<file path="src/logic/blg_pkg.sv">
// Shared constants for the LED charge gauge: timing, register map,
// field positions, reset values and the segment threshold tables.
// Assumes a single 20 MHz system clock feeding the whole block.
package blg_pkg;

	// ****************************************
	// Timing
	// ****************************************
	localparam int CLK_HZ        = 20_000_000;
	localparam int DISPLAY_REQUEST_INPUT_TIME_MS  = 4000;
	localparam int BLINK_HALF_MS = 250;
	localparam int DISPLAY_REQUEST_INPUT_CYC      = DISPLAY_REQUEST_INPUT_TIME_MS * (CLK_HZ / 1000);
	localparam int BLINK_CYC     = BLINK_HALF_MS * (CLK_HZ / 1000);
	localparam int TMR_W         = 27;

	// ****************************************
	// Register map (byte addresses)
	// ****************************************
	localparam int          ADDR_W     = 4;
	localparam logic [3:0]  REG_CTRL   = 4'h0;
	localparam logic [3:0]  REG_STATUS = 4'h4;
	localparam logic [3:0]  REG_ALARM  = 4'h8;

	// Control fields
	localparam int          CTRL_MODE_BIT = 0;
	localparam int          CTRL_SEG_LSB  = 1;
	localparam logic [2:0]  CTRL_RST      = 3'h4;
	localparam logic [15:0] ALARM_RST     = 16'h0000;

	// Status fields
	localparam int ST_ACTIVE_BIT = 0;
	localparam int ST_BLINK_BIT  = 1;
	localparam int ST_EOD_BIT    = 2;
	localparam int ST_SEG_LSB    = 8;

	// ****************************************
	// Segment selection and thresholds
	// ****************************************
	typedef enum logic [1:0] {
		BLG_SEG3 = 2'h0,
		BLG_SEG4 = 2'h1,
		BLG_SEG5 = 2'h2
	} blg_segsel_e;

	localparam int          MAX_SEG   = 5;
	localparam int          CAP_W     = 16;
	localparam int          PROD_W    = 24;
	localparam logic [6:0]  PCT_SCALE = 7'h64;
	// Boundaries packed low to high, seven bits each
	localparam logic [27:0] THR5 = {7'h50, 7'h3c, 7'h28, 7'h14};
	localparam logic [27:0] THR4 = {7'h00, 7'h4b, 7'h32, 7'h19};
	localparam logic [27:0] THR3 = {7'h00, 7'h00, 7'h43, 7'h22};

endpackage

</file>
<file path="src/logic/blg_seg_decode.sv">
// Turns a charge figure and a full-scale reference into a bar of lit segments.
// Assumes inputs are stable on the system clock; output is combinational.
`timescale 1ns/1ps
`default_nettype none
module blg_seg_decode
	import blg_pkg::*;
(
	input  wire logic [blg_pkg::CAP_W-1:0]   charge,
	input  wire logic [blg_pkg::CAP_W-1:0]   reference,
	input  wire logic [1:0]                  seg_sel,
	output logic      [blg_pkg::MAX_SEG-1:0] lit
);

	// ****************************************
	// Threshold selection
	// ****************************************
	logic [27:0]       thr_tab;
	logic [2:0]        n_bound;
	logic [PROD_W-1:0] lhs;

	// Charge scaled to percent; avoids a divider
	assign lhs = PROD_W'(charge) * PROD_W'(PCT_SCALE);

	// Table per segment count; unused code falls back to five
	always_comb begin
		case (seg_sel)
			BLG_SEG3: begin
				thr_tab = THR3;
				n_bound = 3'h2;
			end
			BLG_SEG4: begin
				thr_tab = THR4;
				n_bound = 3'h3;
			end
			default: begin
				thr_tab = THR5;
				n_bound = 3'h4;
			end
		endcase
	end

	// First segment always lit; empty still shows one bar
	assign lit[0] = 1'b1;

	// ****************************************
	// One comparator per boundary
	// ****************************************
	for (genvar i = 0; i < MAX_SEG - 1; i++) begin : g_bound
		logic [PROD_W-1:0] rhs;
		assign rhs = PROD_W'(reference) * PROD_W'(thr_tab[i*7 +: 7]);
		// Each step is a fixed share of the reference
		assign lit[i+1] = (3'(i) < n_bound) && (lhs >= rhs);
	end

endmodule
`default_nettype wire

</file>
<file path="src/logic/blg_gauge_display.sv">
// LED bar-graph charge display: pushbutton timer, scaling, blinking
// and an Avalon-MM register slave with waitrequest.
// Assumes charge figures and the discharge flag come from logic on ref_clk;
// the pushbutton pin is asynchronous and is synchronised here.
//
// Implementation choices: the Avalon-MM slave port and the register addresses.
`timescale 1ns/1ps
`default_nettype none

// Contract
// - A falling edge on the request pin lights the display for 4 s.
// - Re-arming needs high then low again; falls during the window are ignored.
// - Relative uses full-charge capacity as reference, absolute uses design capacity.
// - Mode bit picks the scale; two bits pick three, four or five segments.
// - Each segment is 20, 25 or 33 percent of the reference capacity.
// - Lit segments blink while remaining charge is below the alarm level.
// - With end of discharge set, all dark and requests ignored.
// - Five segments: bounds at 20, 40, 60 and 80 percent.
// - Four segments: bounds at 25, 50 and 75 percent.
// - Three segments: bounds at 34 and 67 percent.
module blg_gauge_display
	import blg_pkg::*;
#(
	parameter int DISPLAY_REQUEST_INPUT_CYCLES  = blg_pkg::DISPLAY_REQUEST_INPUT_CYC,
	parameter int BLINK_CYCLES = blg_pkg::BLINK_CYC
) (
	input  wire logic                        ref_clk,
	input  wire logic                        rst_n,
	input  wire logic                        clk_en,
	input  wire logic [blg_pkg::ADDR_W-1:0]  avs_address,
	input  wire logic                        avs_read,
	input  wire logic                        avs_write,
	input  wire logic [31:0]                 avs_writedata,
	input  wire logic [3:0]                  avs_byteenable,
	output logic      [31:0]                 avs_readdata,
	output logic                             avs_waitrequest,
	input  wire logic                        display_request_input,
	input  wire logic                        end_of_discharge_flag,
	input  wire logic [blg_pkg::CAP_W-1:0]   full_charge_capacity,
	input  wire logic [blg_pkg::CAP_W-1:0]   design_capacity,
	input  wire logic [blg_pkg::CAP_W-1:0]   remaining_charge,
	output logic      [blg_pkg::MAX_SEG-1:0] segment_out
);
	import blg_pkg::*;

	// ****************************************
	// Declarations
	// ****************************************
	typedef enum logic {
		BLG_IDLE,
		BLG_SHOW
	} blg_state_e;

	localparam logic [TMR_W-1:0] DISPLAY_REQUEST_INPUT_LOAD  = TMR_W'(DISPLAY_REQUEST_INPUT_CYCLES - 1);
	localparam logic [TMR_W-1:0] BLINK_LOAD = TMR_W'(BLINK_CYCLES - 1);

	blg_state_e            state_r;
	blg_state_e            state_nxt;
	logic [TMR_W-1:0]      tmr_r;
	logic [TMR_W-1:0]      blink_cnt_r;
	logic                  phase_r;
	logic                  req_s1_r;
	logic                  req_s2_r;
	logic                  req_prev_r;
	logic                  fall;
	logic                  accept;
	logic                  alarm;
	logic [2:0]            ctrl_r;
	logic [CAP_W-1:0]      alarm_lvl_r;
	logic [CAP_W-1:0]      ref_cap;
	logic [MAX_SEG-1:0]    lit;
	logic [MAX_SEG-1:0]    seg_nxt;
	logic                  req;
	logic                  bus_ack;
	logic [31:0]           rd_nxt;

	// ****************************************
	// Pushbutton synchroniser and edge detect
	// ****************************************
	// Two flops against metastability, a third only for the edge
	always_ff @(posedge ref_clk or negedge rst_n) begin
		if (!rst_n) begin
			req_s1_r   <= 1'b1;
			req_s2_r   <= 1'b1;
			req_prev_r <= 1'b1;
		end else if (clk_en) begin
			req_s1_r   <= display_request_input;
			req_s2_r   <= req_s1_r;
			req_prev_r <= req_s2_r;
		end
	end

	// High then low is required, so a held button never re-fires
	assign fall   = req_prev_r && !req_s2_r;
	// Only taken when idle and not at end of discharge
	assign accept = fall && (state_r == BLG_IDLE) && !end_of_discharge_flag;

	// ****************************************
	// Display window state machine
	// ****************************************
	always_comb begin
		state_nxt = state_r;
		case (state_r)
			BLG_IDLE: begin
				if (accept) begin
					state_nxt = BLG_SHOW;
				end
			end
			BLG_SHOW: begin
				if (tmr_r == '0) begin
					state_nxt = BLG_IDLE;
				end
			end
			default: begin
				state_nxt = BLG_IDLE;
			end
		endcase
	end

	always_ff @(posedge ref_clk or negedge rst_n) begin
		if (!rst_n) begin
			state_r <= BLG_IDLE;
		end else if (clk_en) begin
			state_r <= state_nxt;
		end
	end

	// Window timer; loaded on activation, never reloaded mid-window
	always_ff @(posedge ref_clk or negedge rst_n) begin
		if (!rst_n) begin
			tmr_r <= '0;
		end else if (clk_en) begin
			if (accept) begin
				tmr_r <= DISPLAY_REQUEST_INPUT_LOAD;
			end else if (state_r == BLG_SHOW && tmr_r != '0) begin
				tmr_r <= tmr_r - TMR_W'(1);
			end
		end
	end

	// ****************************************
	// Blink timing
	// ****************************************
	// Restarts lit on each activation so the first view is never dark
	always_ff @(posedge ref_clk or negedge rst_n) begin
		if (!rst_n) begin
			blink_cnt_r <= '0;
			phase_r     <= 1'b1;
		end else if (clk_en) begin
			if (accept) begin
				blink_cnt_r <= BLINK_LOAD;
				phase_r     <= 1'b1;
			end else if (blink_cnt_r == '0) begin
				blink_cnt_r <= BLINK_LOAD;
				phase_r     <= !phase_r;
			end else begin
				blink_cnt_r <= blink_cnt_r - TMR_W'(1);
			end
		end
	end

	assign alarm = remaining_charge < alarm_lvl_r;

	// ****************************************
	// Scaling and segment drive
	// ****************************************
	// Reference picked by the scale bit
	assign ref_cap = ctrl_r[CTRL_MODE_BIT] ? design_capacity : full_charge_capacity;

	blg_seg_decode u_decode (
		.charge    (remaining_charge),
		.reference (ref_cap),
		.seg_sel   (ctrl_r[CTRL_SEG_LSB +: 2]),
		.lit       (lit)
	);

	// Dark outside the window, at end of discharge, or in blink-off half
	always_comb begin
		seg_nxt = '0;
		if (state_r == BLG_SHOW && !end_of_discharge_flag) begin
			if (!alarm || phase_r) begin
				seg_nxt = lit;
			end
		end
	end

	always_ff @(posedge ref_clk or negedge rst_n) begin
		if (!rst_n) begin
			segment_out <= '0;
		end else if (clk_en) begin
			segment_out <= seg_nxt;
		end
	end

	// ****************************************
	// Avalon-MM slave
	// ****************************************
	// One wait cycle per access; answer lands on the second edge
	assign req     = avs_read || avs_write;
	assign bus_ack = req && !avs_waitrequest;

	always_ff @(posedge ref_clk or negedge rst_n) begin
		if (!rst_n) begin
			avs_waitrequest <= 1'b1;
		end else if (clk_en) begin
			avs_waitrequest <= !(req && avs_waitrequest);
		end
	end

	// Read mux; unmapped offsets read as zero
	always_comb begin
		rd_nxt = 32'h0000_0000;
		case (avs_address)
			REG_CTRL: begin
				rd_nxt[2:0] = ctrl_r;
			end
			REG_STATUS: begin
				rd_nxt[ST_ACTIVE_BIT] = (state_r == BLG_SHOW);
				rd_nxt[ST_BLINK_BIT]  = alarm;
				rd_nxt[ST_EOD_BIT]    = end_of_discharge_flag;
				rd_nxt[ST_SEG_LSB +: MAX_SEG] = segment_out;
			end
			REG_ALARM: begin
				rd_nxt[CAP_W-1:0] = alarm_lvl_r;
			end
			default: begin
				rd_nxt = 32'h0000_0000;
			end
		endcase
	end

	always_ff @(posedge ref_clk or negedge rst_n) begin
		if (!rst_n) begin
			avs_readdata <= 32'h0000_0000;
		end else if (clk_en) begin
			if (avs_read && avs_waitrequest) begin
				avs_readdata <= rd_nxt;
			end
		end
	end

	// Writes act only on the edge the master sees waitrequest low
	always_ff @(posedge ref_clk or negedge rst_n) begin
		if (!rst_n) begin
			ctrl_r      <= CTRL_RST;
			alarm_lvl_r <= ALARM_RST;
		end else if (clk_en) begin
			if (bus_ack && avs_write) begin
				if (avs_address == REG_CTRL && avs_byteenable[0]) begin
					ctrl_r <= avs_writedata[2:0];
				end
				if (avs_address == REG_ALARM) begin
					if (avs_byteenable[0]) begin
						alarm_lvl_r[7:0] <= avs_writedata[7:0];
					end
					if (avs_byteenable[1]) begin
						alarm_lvl_r[15:8] <= avs_writedata[15:8];
					end
				end
			end
		end
	end
endmodule
`default_nettype wire

</file>
<file path="config.mk">
export PLATFORM = sky130hd
export DESIGN_NAME = blg_gauge_display
export DESIGN_NICKNAME = d
export VERILOG_FILES = /design/src/logic/blg_pkg.sv /design/src/logic/blg_seg_decode.sv /design/src/logic/blg_gauge_display.sv
export SDC_FILE = /design/constraint.sdc
export NUM_CORES = 1
export LEC_CHECK = 0
export BUFFER_PORTS_ARGS = -buffer_cell sky130_fd_sc_hd__buf_4
export CAP_MARGIN = 15
export CORE_MARGIN = 2
export CORE_UTILIZATION = 45
export DETAILED_ROUTE_END_ITERATION = 10
export SYNTH_ARGS = -nofsm -noshare
export SYNTH_HDL_FRONTEND = slang
export SYNTH_HIERARCHICAL = 1
export SYNTH_SLANG_ARGS = --single-unit
</file>
<file path="constraint.sdc">
create_clock -name ref_clk -period 7.85 [get_ports ref_clk]
set_clock_uncertainty 0.1 [all_clocks]
set_input_delay 1.1775 -clock ref_clk [delete_from_list [all_inputs] [get_ports ref_clk]]
set_output_delay 1.1775 -clock ref_clk [all_outputs]
set_load 0.01 [all_outputs]
</file>
* After elaboration in Yosys (flattened, before gate mapping) *
Index checks and enable logic that the tools add are counted.

word-level totals
  register bits after elaboration = 100
  bits in latches = 0
  memory bits (writable) = 0
  memory bits (read-only) = 0
  input port bits = 95
  output and inout bits = 38
  logic and storage cells = 86
  memories = 0

cells by class
  add/sub/neg operators = 2
  multiply operators = 5
  divide/modulo/power cells = 0
  $lt $le $gt $ge = 9
  equal/unequal tests = 3
  shift-type cells = 0
  muxes and demuxes = 18
  bitwise operators = 1
  reduce and logical (&&, ||, !) cells = 35

operators with widths
  operator                                                               count
  27-bit two-way mux                                                     4
  23-bit greater-or-equal comparator                                     4
  16-bit by 7-bit multiplier with 23-bit output                          4
  28-bit one-hot mux with 2 select lines                                 1
  27-bit logical NOT                                                     2
  27-bit by 1-bit subtractor with 27-bit output, second input constant   2
  27-bit nonzero test                                                    1
  16-bit by 5-bit multiplier with 21-bit output, second input constant   1
  16-bit < comparator                                                    1
  16-bit two-way mux                                                     1
  5-bit two-way mux                                                      3
  1-bit logical AND                                                      14
  5-bit one-hot mux with 2 select lines                                  1
  3-bit one-hot mux with 3 select lines                                  1
  4-bit AND reduction                                                    2
  1-bit logical NOT                                                      6
  1-bit by 3-bit < comparator with 1-bit output, first input constant    2
  2-bit by 3-bit < comparator with 1-bit output, first input constant    2
  3-bit one-hot mux with 2 select lines                                  1
  2-bit AND reduction                                                    3
  4-bit by 3-bit equality test with 1-bit output, second input constant  1
  4-bit equality test, second input constant                             1
  4-bit logical NOT                                                      1
  1-bit two-way mux                                                      4
  8 further kinds                                                        10

* Depth between registers and ports, before layout *
  depth after elaboration = 7
  gate-level depth with buffers = 31
  depth with buffers taken out = 29

* Modules after synthesis *
The synthesis kept the hierarchy.

by module, submodules not included
  module             times used  cells each  area each (um2)  sequential area each (um2)
  blg_seg_decode     1           1472        12996.2          0.0
  blg_gauge_display  1           576         5500.3           2509.9

* Least setup slack after synthesis *
No wires, ideal clock.

  kind = input to register
  from = input port design_capacity[10] in the netlist's numbering
  to = register segment_out[1] in the netlist's numbering
  setup time = 0.139 ns
  data arrival time = 6.910 ns
  required time = 7.611 ns
  slack = 0.701 ns
  stages on the path = 26
  buffers on the path = 0
  cell sequence = mux2_2 > nor2b_1 > and2_1 > fa_1 > inv_1 > fa_1 > inv_1 > fa_1 > inv_1 > fa_1 > inv_1 > ha_1 > a21oi_1 > nor3b_1 > a21oi_1 > a21o_1 > a21o_1 > and3_1 > o41ai_2 > ha_1 > a21o_1 > a21o_1 > a21oi_1 > o211ai_1 > a32oi_1 > o21ai_0

on the way
  cells in the longest elaborated chain, start to end = 6

RTL lines
  what                                           RTL line                  source
  start, declared                                blg_gauge_display.sv:40   input wire logic [blg_pkg::CAP_W-1:0] design_capacity,
  16-bit two-way mux                             blg_gauge_display.sv:168  assign ref_cap = ctrl_r[CTRL_MODE_BIT] ? design_capacity : full_charge_capacity;
  16-bit by 7-bit multiplier with 23-bit output  blg_seg_decode.sv:50      assign rhs = PROD_W'(reference) * PROD_W'(thr_tab[i*7 +: 7]);
  23-bit greater-or-equal comparator             blg_seg_decode.sv:52      assign lit[i+1] = (3'(i) < n_bound) && (lhs >= rhs);
  1-bit logical AND                              blg_seg_decode.sv:52
  net lit[1]                                     blg_gauge_display.sv:71   logic [MAX_SEG-1:0] lit;
  5-bit two-way mux                              blg_gauge_display.sv:181  if (!alarm || phase_r) begin
  5-bit two-way mux                              blg_gauge_display.sv:180  if (state_r == BLG_SHOW && !end_of_discharge_flag) begin
  end signal, assigned                           blg_gauge_display.sv:191  segment_out <= seg_nxt;
  end, declared                                  blg_gauge_display.sv:42   output logic [blg_pkg::MAX_SEG-1:0] segment_out

The timed path passes the listed nets, and every way through them passes these cells.
A chain may end at the register's enable or synchronous reset.

* Final worst setup path *
  from = input port full_charge_capacity[5] in the netlist's numbering
  to = register segment_out[2] in the netlist's numbering

on the way
  cells in the longest elaborated chain, start to end = 6

RTL lines
  what                                           RTL line                  source
  start, declared                                blg_gauge_display.sv:39   input wire logic [blg_pkg::CAP_W-1:0] full_charge_capacity,
  16-bit two-way mux                             blg_gauge_display.sv:168
  net ref_cap[5]                                 blg_gauge_display.sv:70   logic [CAP_W-1:0] ref_cap;
  16-bit by 7-bit multiplier with 23-bit output  blg_seg_decode.sv:50
  23-bit greater-or-equal comparator             blg_seg_decode.sv:52
  1-bit logical AND                              blg_seg_decode.sv:52
  net lit[2]                                     blg_gauge_display.sv:71
  5-bit two-way mux                              blg_gauge_display.sv:181
  5-bit two-way mux                              blg_gauge_display.sv:180

The timed path passes the listed nets, and every way through them passes these cells.

==> results.yml <==
status:
  status: "complete, no violations"
global_routing:
  grt-ovfl-total: 0
  grt_use_met2_pct: 37.37
  grt_max_degree: 81
  grt.busiest_layer: "met2"
  antenna_found_initial: 1
  grt_pass1_vias: 15032
  use_met1_pct: 32.00
  grt_first_pass_wirelength_mm: 76.27
  groute.usage.overall_pct: 22.57
  use_met3_pct: 2.041
floorplanning:
  core_sq_um: 40740
  dieArea_sq_um: 42740
  io_pins: 133
  rows: 74
  die_x_microns: 206.7
  die_h_microns: 206.7
  start_util_pct: 45.40
worst_setup_path:
  path_max_fanout: 5
  worstSetupEndpointType: "flip-flop"
  cp.required_ns: 7.96
  critPathLaunch: "full_charge_capacity[5]"
  rr_startpoint: "ctrl_r[0]$_DFFE_PN0P_"
  cp.arrival_ns: 7.67
  cp-start-kind: "input pin"
  criticalPathCategory: "input pin to flip-flop"
timing:
  rsz0062_at_grt: "false"
  setup_viol: 0
  hold_viol_final: 0
  fin_hold_ws_ns: 0.3653
  drv_slew: 0
  fmax_ghz: 0.1322
  worst_pin_slew_ns: 1.185
  fin_crit_sh_pct: 96.35
  period_minus_slack_ns: 7.564
  slew_headroom_pct: 19.86
final_layout:
  area.sequential_sq_um: 2510
  final_core_util_pct: 51.33
  final_nets: 2881
  final_cells: 2781
  insertedDiodeCount: 0
  drive_above_1_share_pct: 13.25
  multi_input_area_sq_um: 14560
  syn_to_final_growth_pct: 13.05
  n_fill_cell: 3840
clock_tree:
  cts_buffer_depth: 2
  cts_root_buf: "clkbuf_16"
  clock-sinks: 100
  htree_levels: 3
  cts_made_buffers: 9
  tritoncts: "built"
  insertion_delay_ns: 0.36
  clk_pin_slew_ns: 0.07
synthesis:
  synth_top_area_share_pct: 24.08
  synth.area.top_cells: "ha_1, fa_1, dfrtp_1"
  synth_flop_cell: "dfrtp_1"
  yosys.area.top_type: "ha_1"
  synth.most_common_cell: "ha_1"
  synth_cells: 2048
  async_reset_ff_share_pct: 100.0
  yosys.cell_types.count: 82
  synth_area_per_cell_sq_um: 9.031
  synth_edf_count: 0
  synth_commonest_cells: "ha_1, inv_1, fa_1"
  synth_seq_cells: 100
  syn_area_sq_um: 18500
  yosysSeqAreaShare_pct: 13.57
  ys_warn_count: 6
detailed_routing:
  drt_iter0_drc: 750
  drtPass1Iterations: 5
  via_per_inst: 5.332
  ant_nets: 0
  drc: 0
  wire_per_inst_microns: 16.89
  vias: 14828
  postRouteWirelength_mm: 46.98
place:
  io_buffers: 98
  gp_congestion: 0.8816
  dp_cells: 2763
  dpl.hpwl_mm: 41.10
pwr:
  p_per_area_nw_per_um2: 259.7
  p_leak_nw: 11.45
  ir_drop_mv: 0.1670
worst_hold_path:
  min_from: "avs_readdata[5]$_DFFE_PN0P_"
  hold_class: "flip-flop to flip-flop"
job:
  cap_violations: 0
-- per-stage QoR --
| step | instance area, sq um | TNS, ns | setup slack (ns) | total power, mW |
|---|---|---|---|---|
| detailed placement | 20560 | -0.3843 | -0.1967 | 4.943 |
| global route | 20910 | 0 | 0.006600 | 6.049 |
| floorplan | 18590 | 0 | 0.7008 | 3.743 |
| global placement | 20560 | -0.1734 | -0.1515 | 4.806 |
| finish | 20910 | 0 | 0.2862 | 5.429 |
| CTS | 20860 | 0 | 0.1701 | 5.430 |
-- final timing paths --
path	endpoint	slack, ns	depth (start not counted)
worst max-delay path	segment_out[2]$_DFFE_PN0P_	0.29	26
worst min-delay path	avs_readdata[5]$_DFFE_PN0P_	0.37	2
worst max register to register	segment_out[2]$_DFFE_PN0P_	0.43	26
worst min register to register	avs_readdata[5]$_DFFE_PN0P_	0.37	2
max in group asynchronous	blink_cnt_r[23]$_DFFE_PN0P_	5.75	2
min in group asynchronous	avs_readdata[14]$_DFFE_PN0P_	0.59	1
-- sequential cells by signal, indices dropped and copies added (netlist names) --
name and count:
alarm_lvl_r 16, avs_readdata 16, avs_waitrequest 1, blink_cnt_r 27, ctrl_r 3, phase_r 1
req_prev_r 1, req_s1_r 1, req_s2_r 1, segment_out 5, state_r 1, tmr_r 27
-- where the power goes --
group          leakage, nW  internal [mW]  total, mW  switching (mW)
registers             1.18          0.618      0.722           0.104
clock network        0.145          0.226      0.451           0.225
logic                 10.1           1.90       4.26            2.35
-- area by class of cell --
type / count / area share, %
inverter: 342 / 6.139
sequential: 100 / 12.00
clock inverter: 7 / 0.3830
clock buffer: 9 / 1.077
timing repair buffer: 212 / 7.599
tap: 532 / 3.183
multi-input combinational: 1579 / 69.61
-- cells in the final DEF (no fill, tap or decap), types with 10 or more instances in the layout --
| master | instances |
|---|---|
| conb_1 | 29 |
| o31ai_1 | 13 |
| a32oi_1 | 10 |
| and2_1 | 26 |
| mux2_2 | 23 |
| nor2_1 | 90 |
| or3_1 | 22 |
| xnor2_1 | 59 |
| buf_4 | 211 |
| nor3_1 | 29 |
| o21ai_0 | 68 |
| ha_1 | 356 |
| inv_1 | 341 |
| nand3_1 | 31 |
| nand2b_1 | 28 |
| fa_1 | 186 |
| and3_1 | 15 |
| o21a_1 | 19 |
| a21oi_1 | 97 |
| nor2b_1 | 29 |
| or4_1 | 14 |
| dfrtp_1 | 94 |
| xor2_1 | 46 |
| a21o_1 | 60 |
| a211oi_1 | 12 |
| nand2_1 | 165 |
| nand4_1 | 21 |
-- critical path: stages --
cell and delay, ns:
buf_4 0.07, mux2_2 0.17, nor2b_1 0.27, nand2_1 0.13, buf_4 0.18, buf_4 0.16
fa_1 0.52, fa_1 0.49, inv_1 0.05, fa_1 0.50, fa_1 0.49, ha_1 0.38
a21o_1 0.20, a211o_1 0.29, o21a_1 0.19, nand2b_1 0.15, a31o_1 0.27, a21o_1 0.20
a21oi_2 0.16, xor2_1 0.23, ha_1 0.28, a21o_1 0.16, a21oi_1 0.27, o21ai_0 0.31
a32oi_1 0.27, o21ai_0 0.10
-- cell families after synthesis --
family                     count (synthesis)  share of synthesized area (%)
xor gates and xnor gates                 106                          5.019
and+or+nand+nor                          516                          14.16
buffers and inverters                    395                          8.442
AOI/OAI and AO/OA                        357                          12.81
adders and majority gates                542                          44.21
DFF                                      100                          13.57
other                                      3                        0.06088
muxes                                     29                          1.725
-- metal layers --
metal	up-vias	wire, microns
met5	-	13
met4	2	971
met3	48	2043
met2	302	21560
met1	7196	22390
li1	7280	-
-- timing repair --
| item | in CTS | in global routing |
|---|---|---|
| setup endpoints to repair | 0 | 2 |
| gates resized for setup | 0 | 9 |
| hold buffers | 0 | 0 |
| buffers inserted | 0 | 0 |
Power figures use the tool's default switching activity.
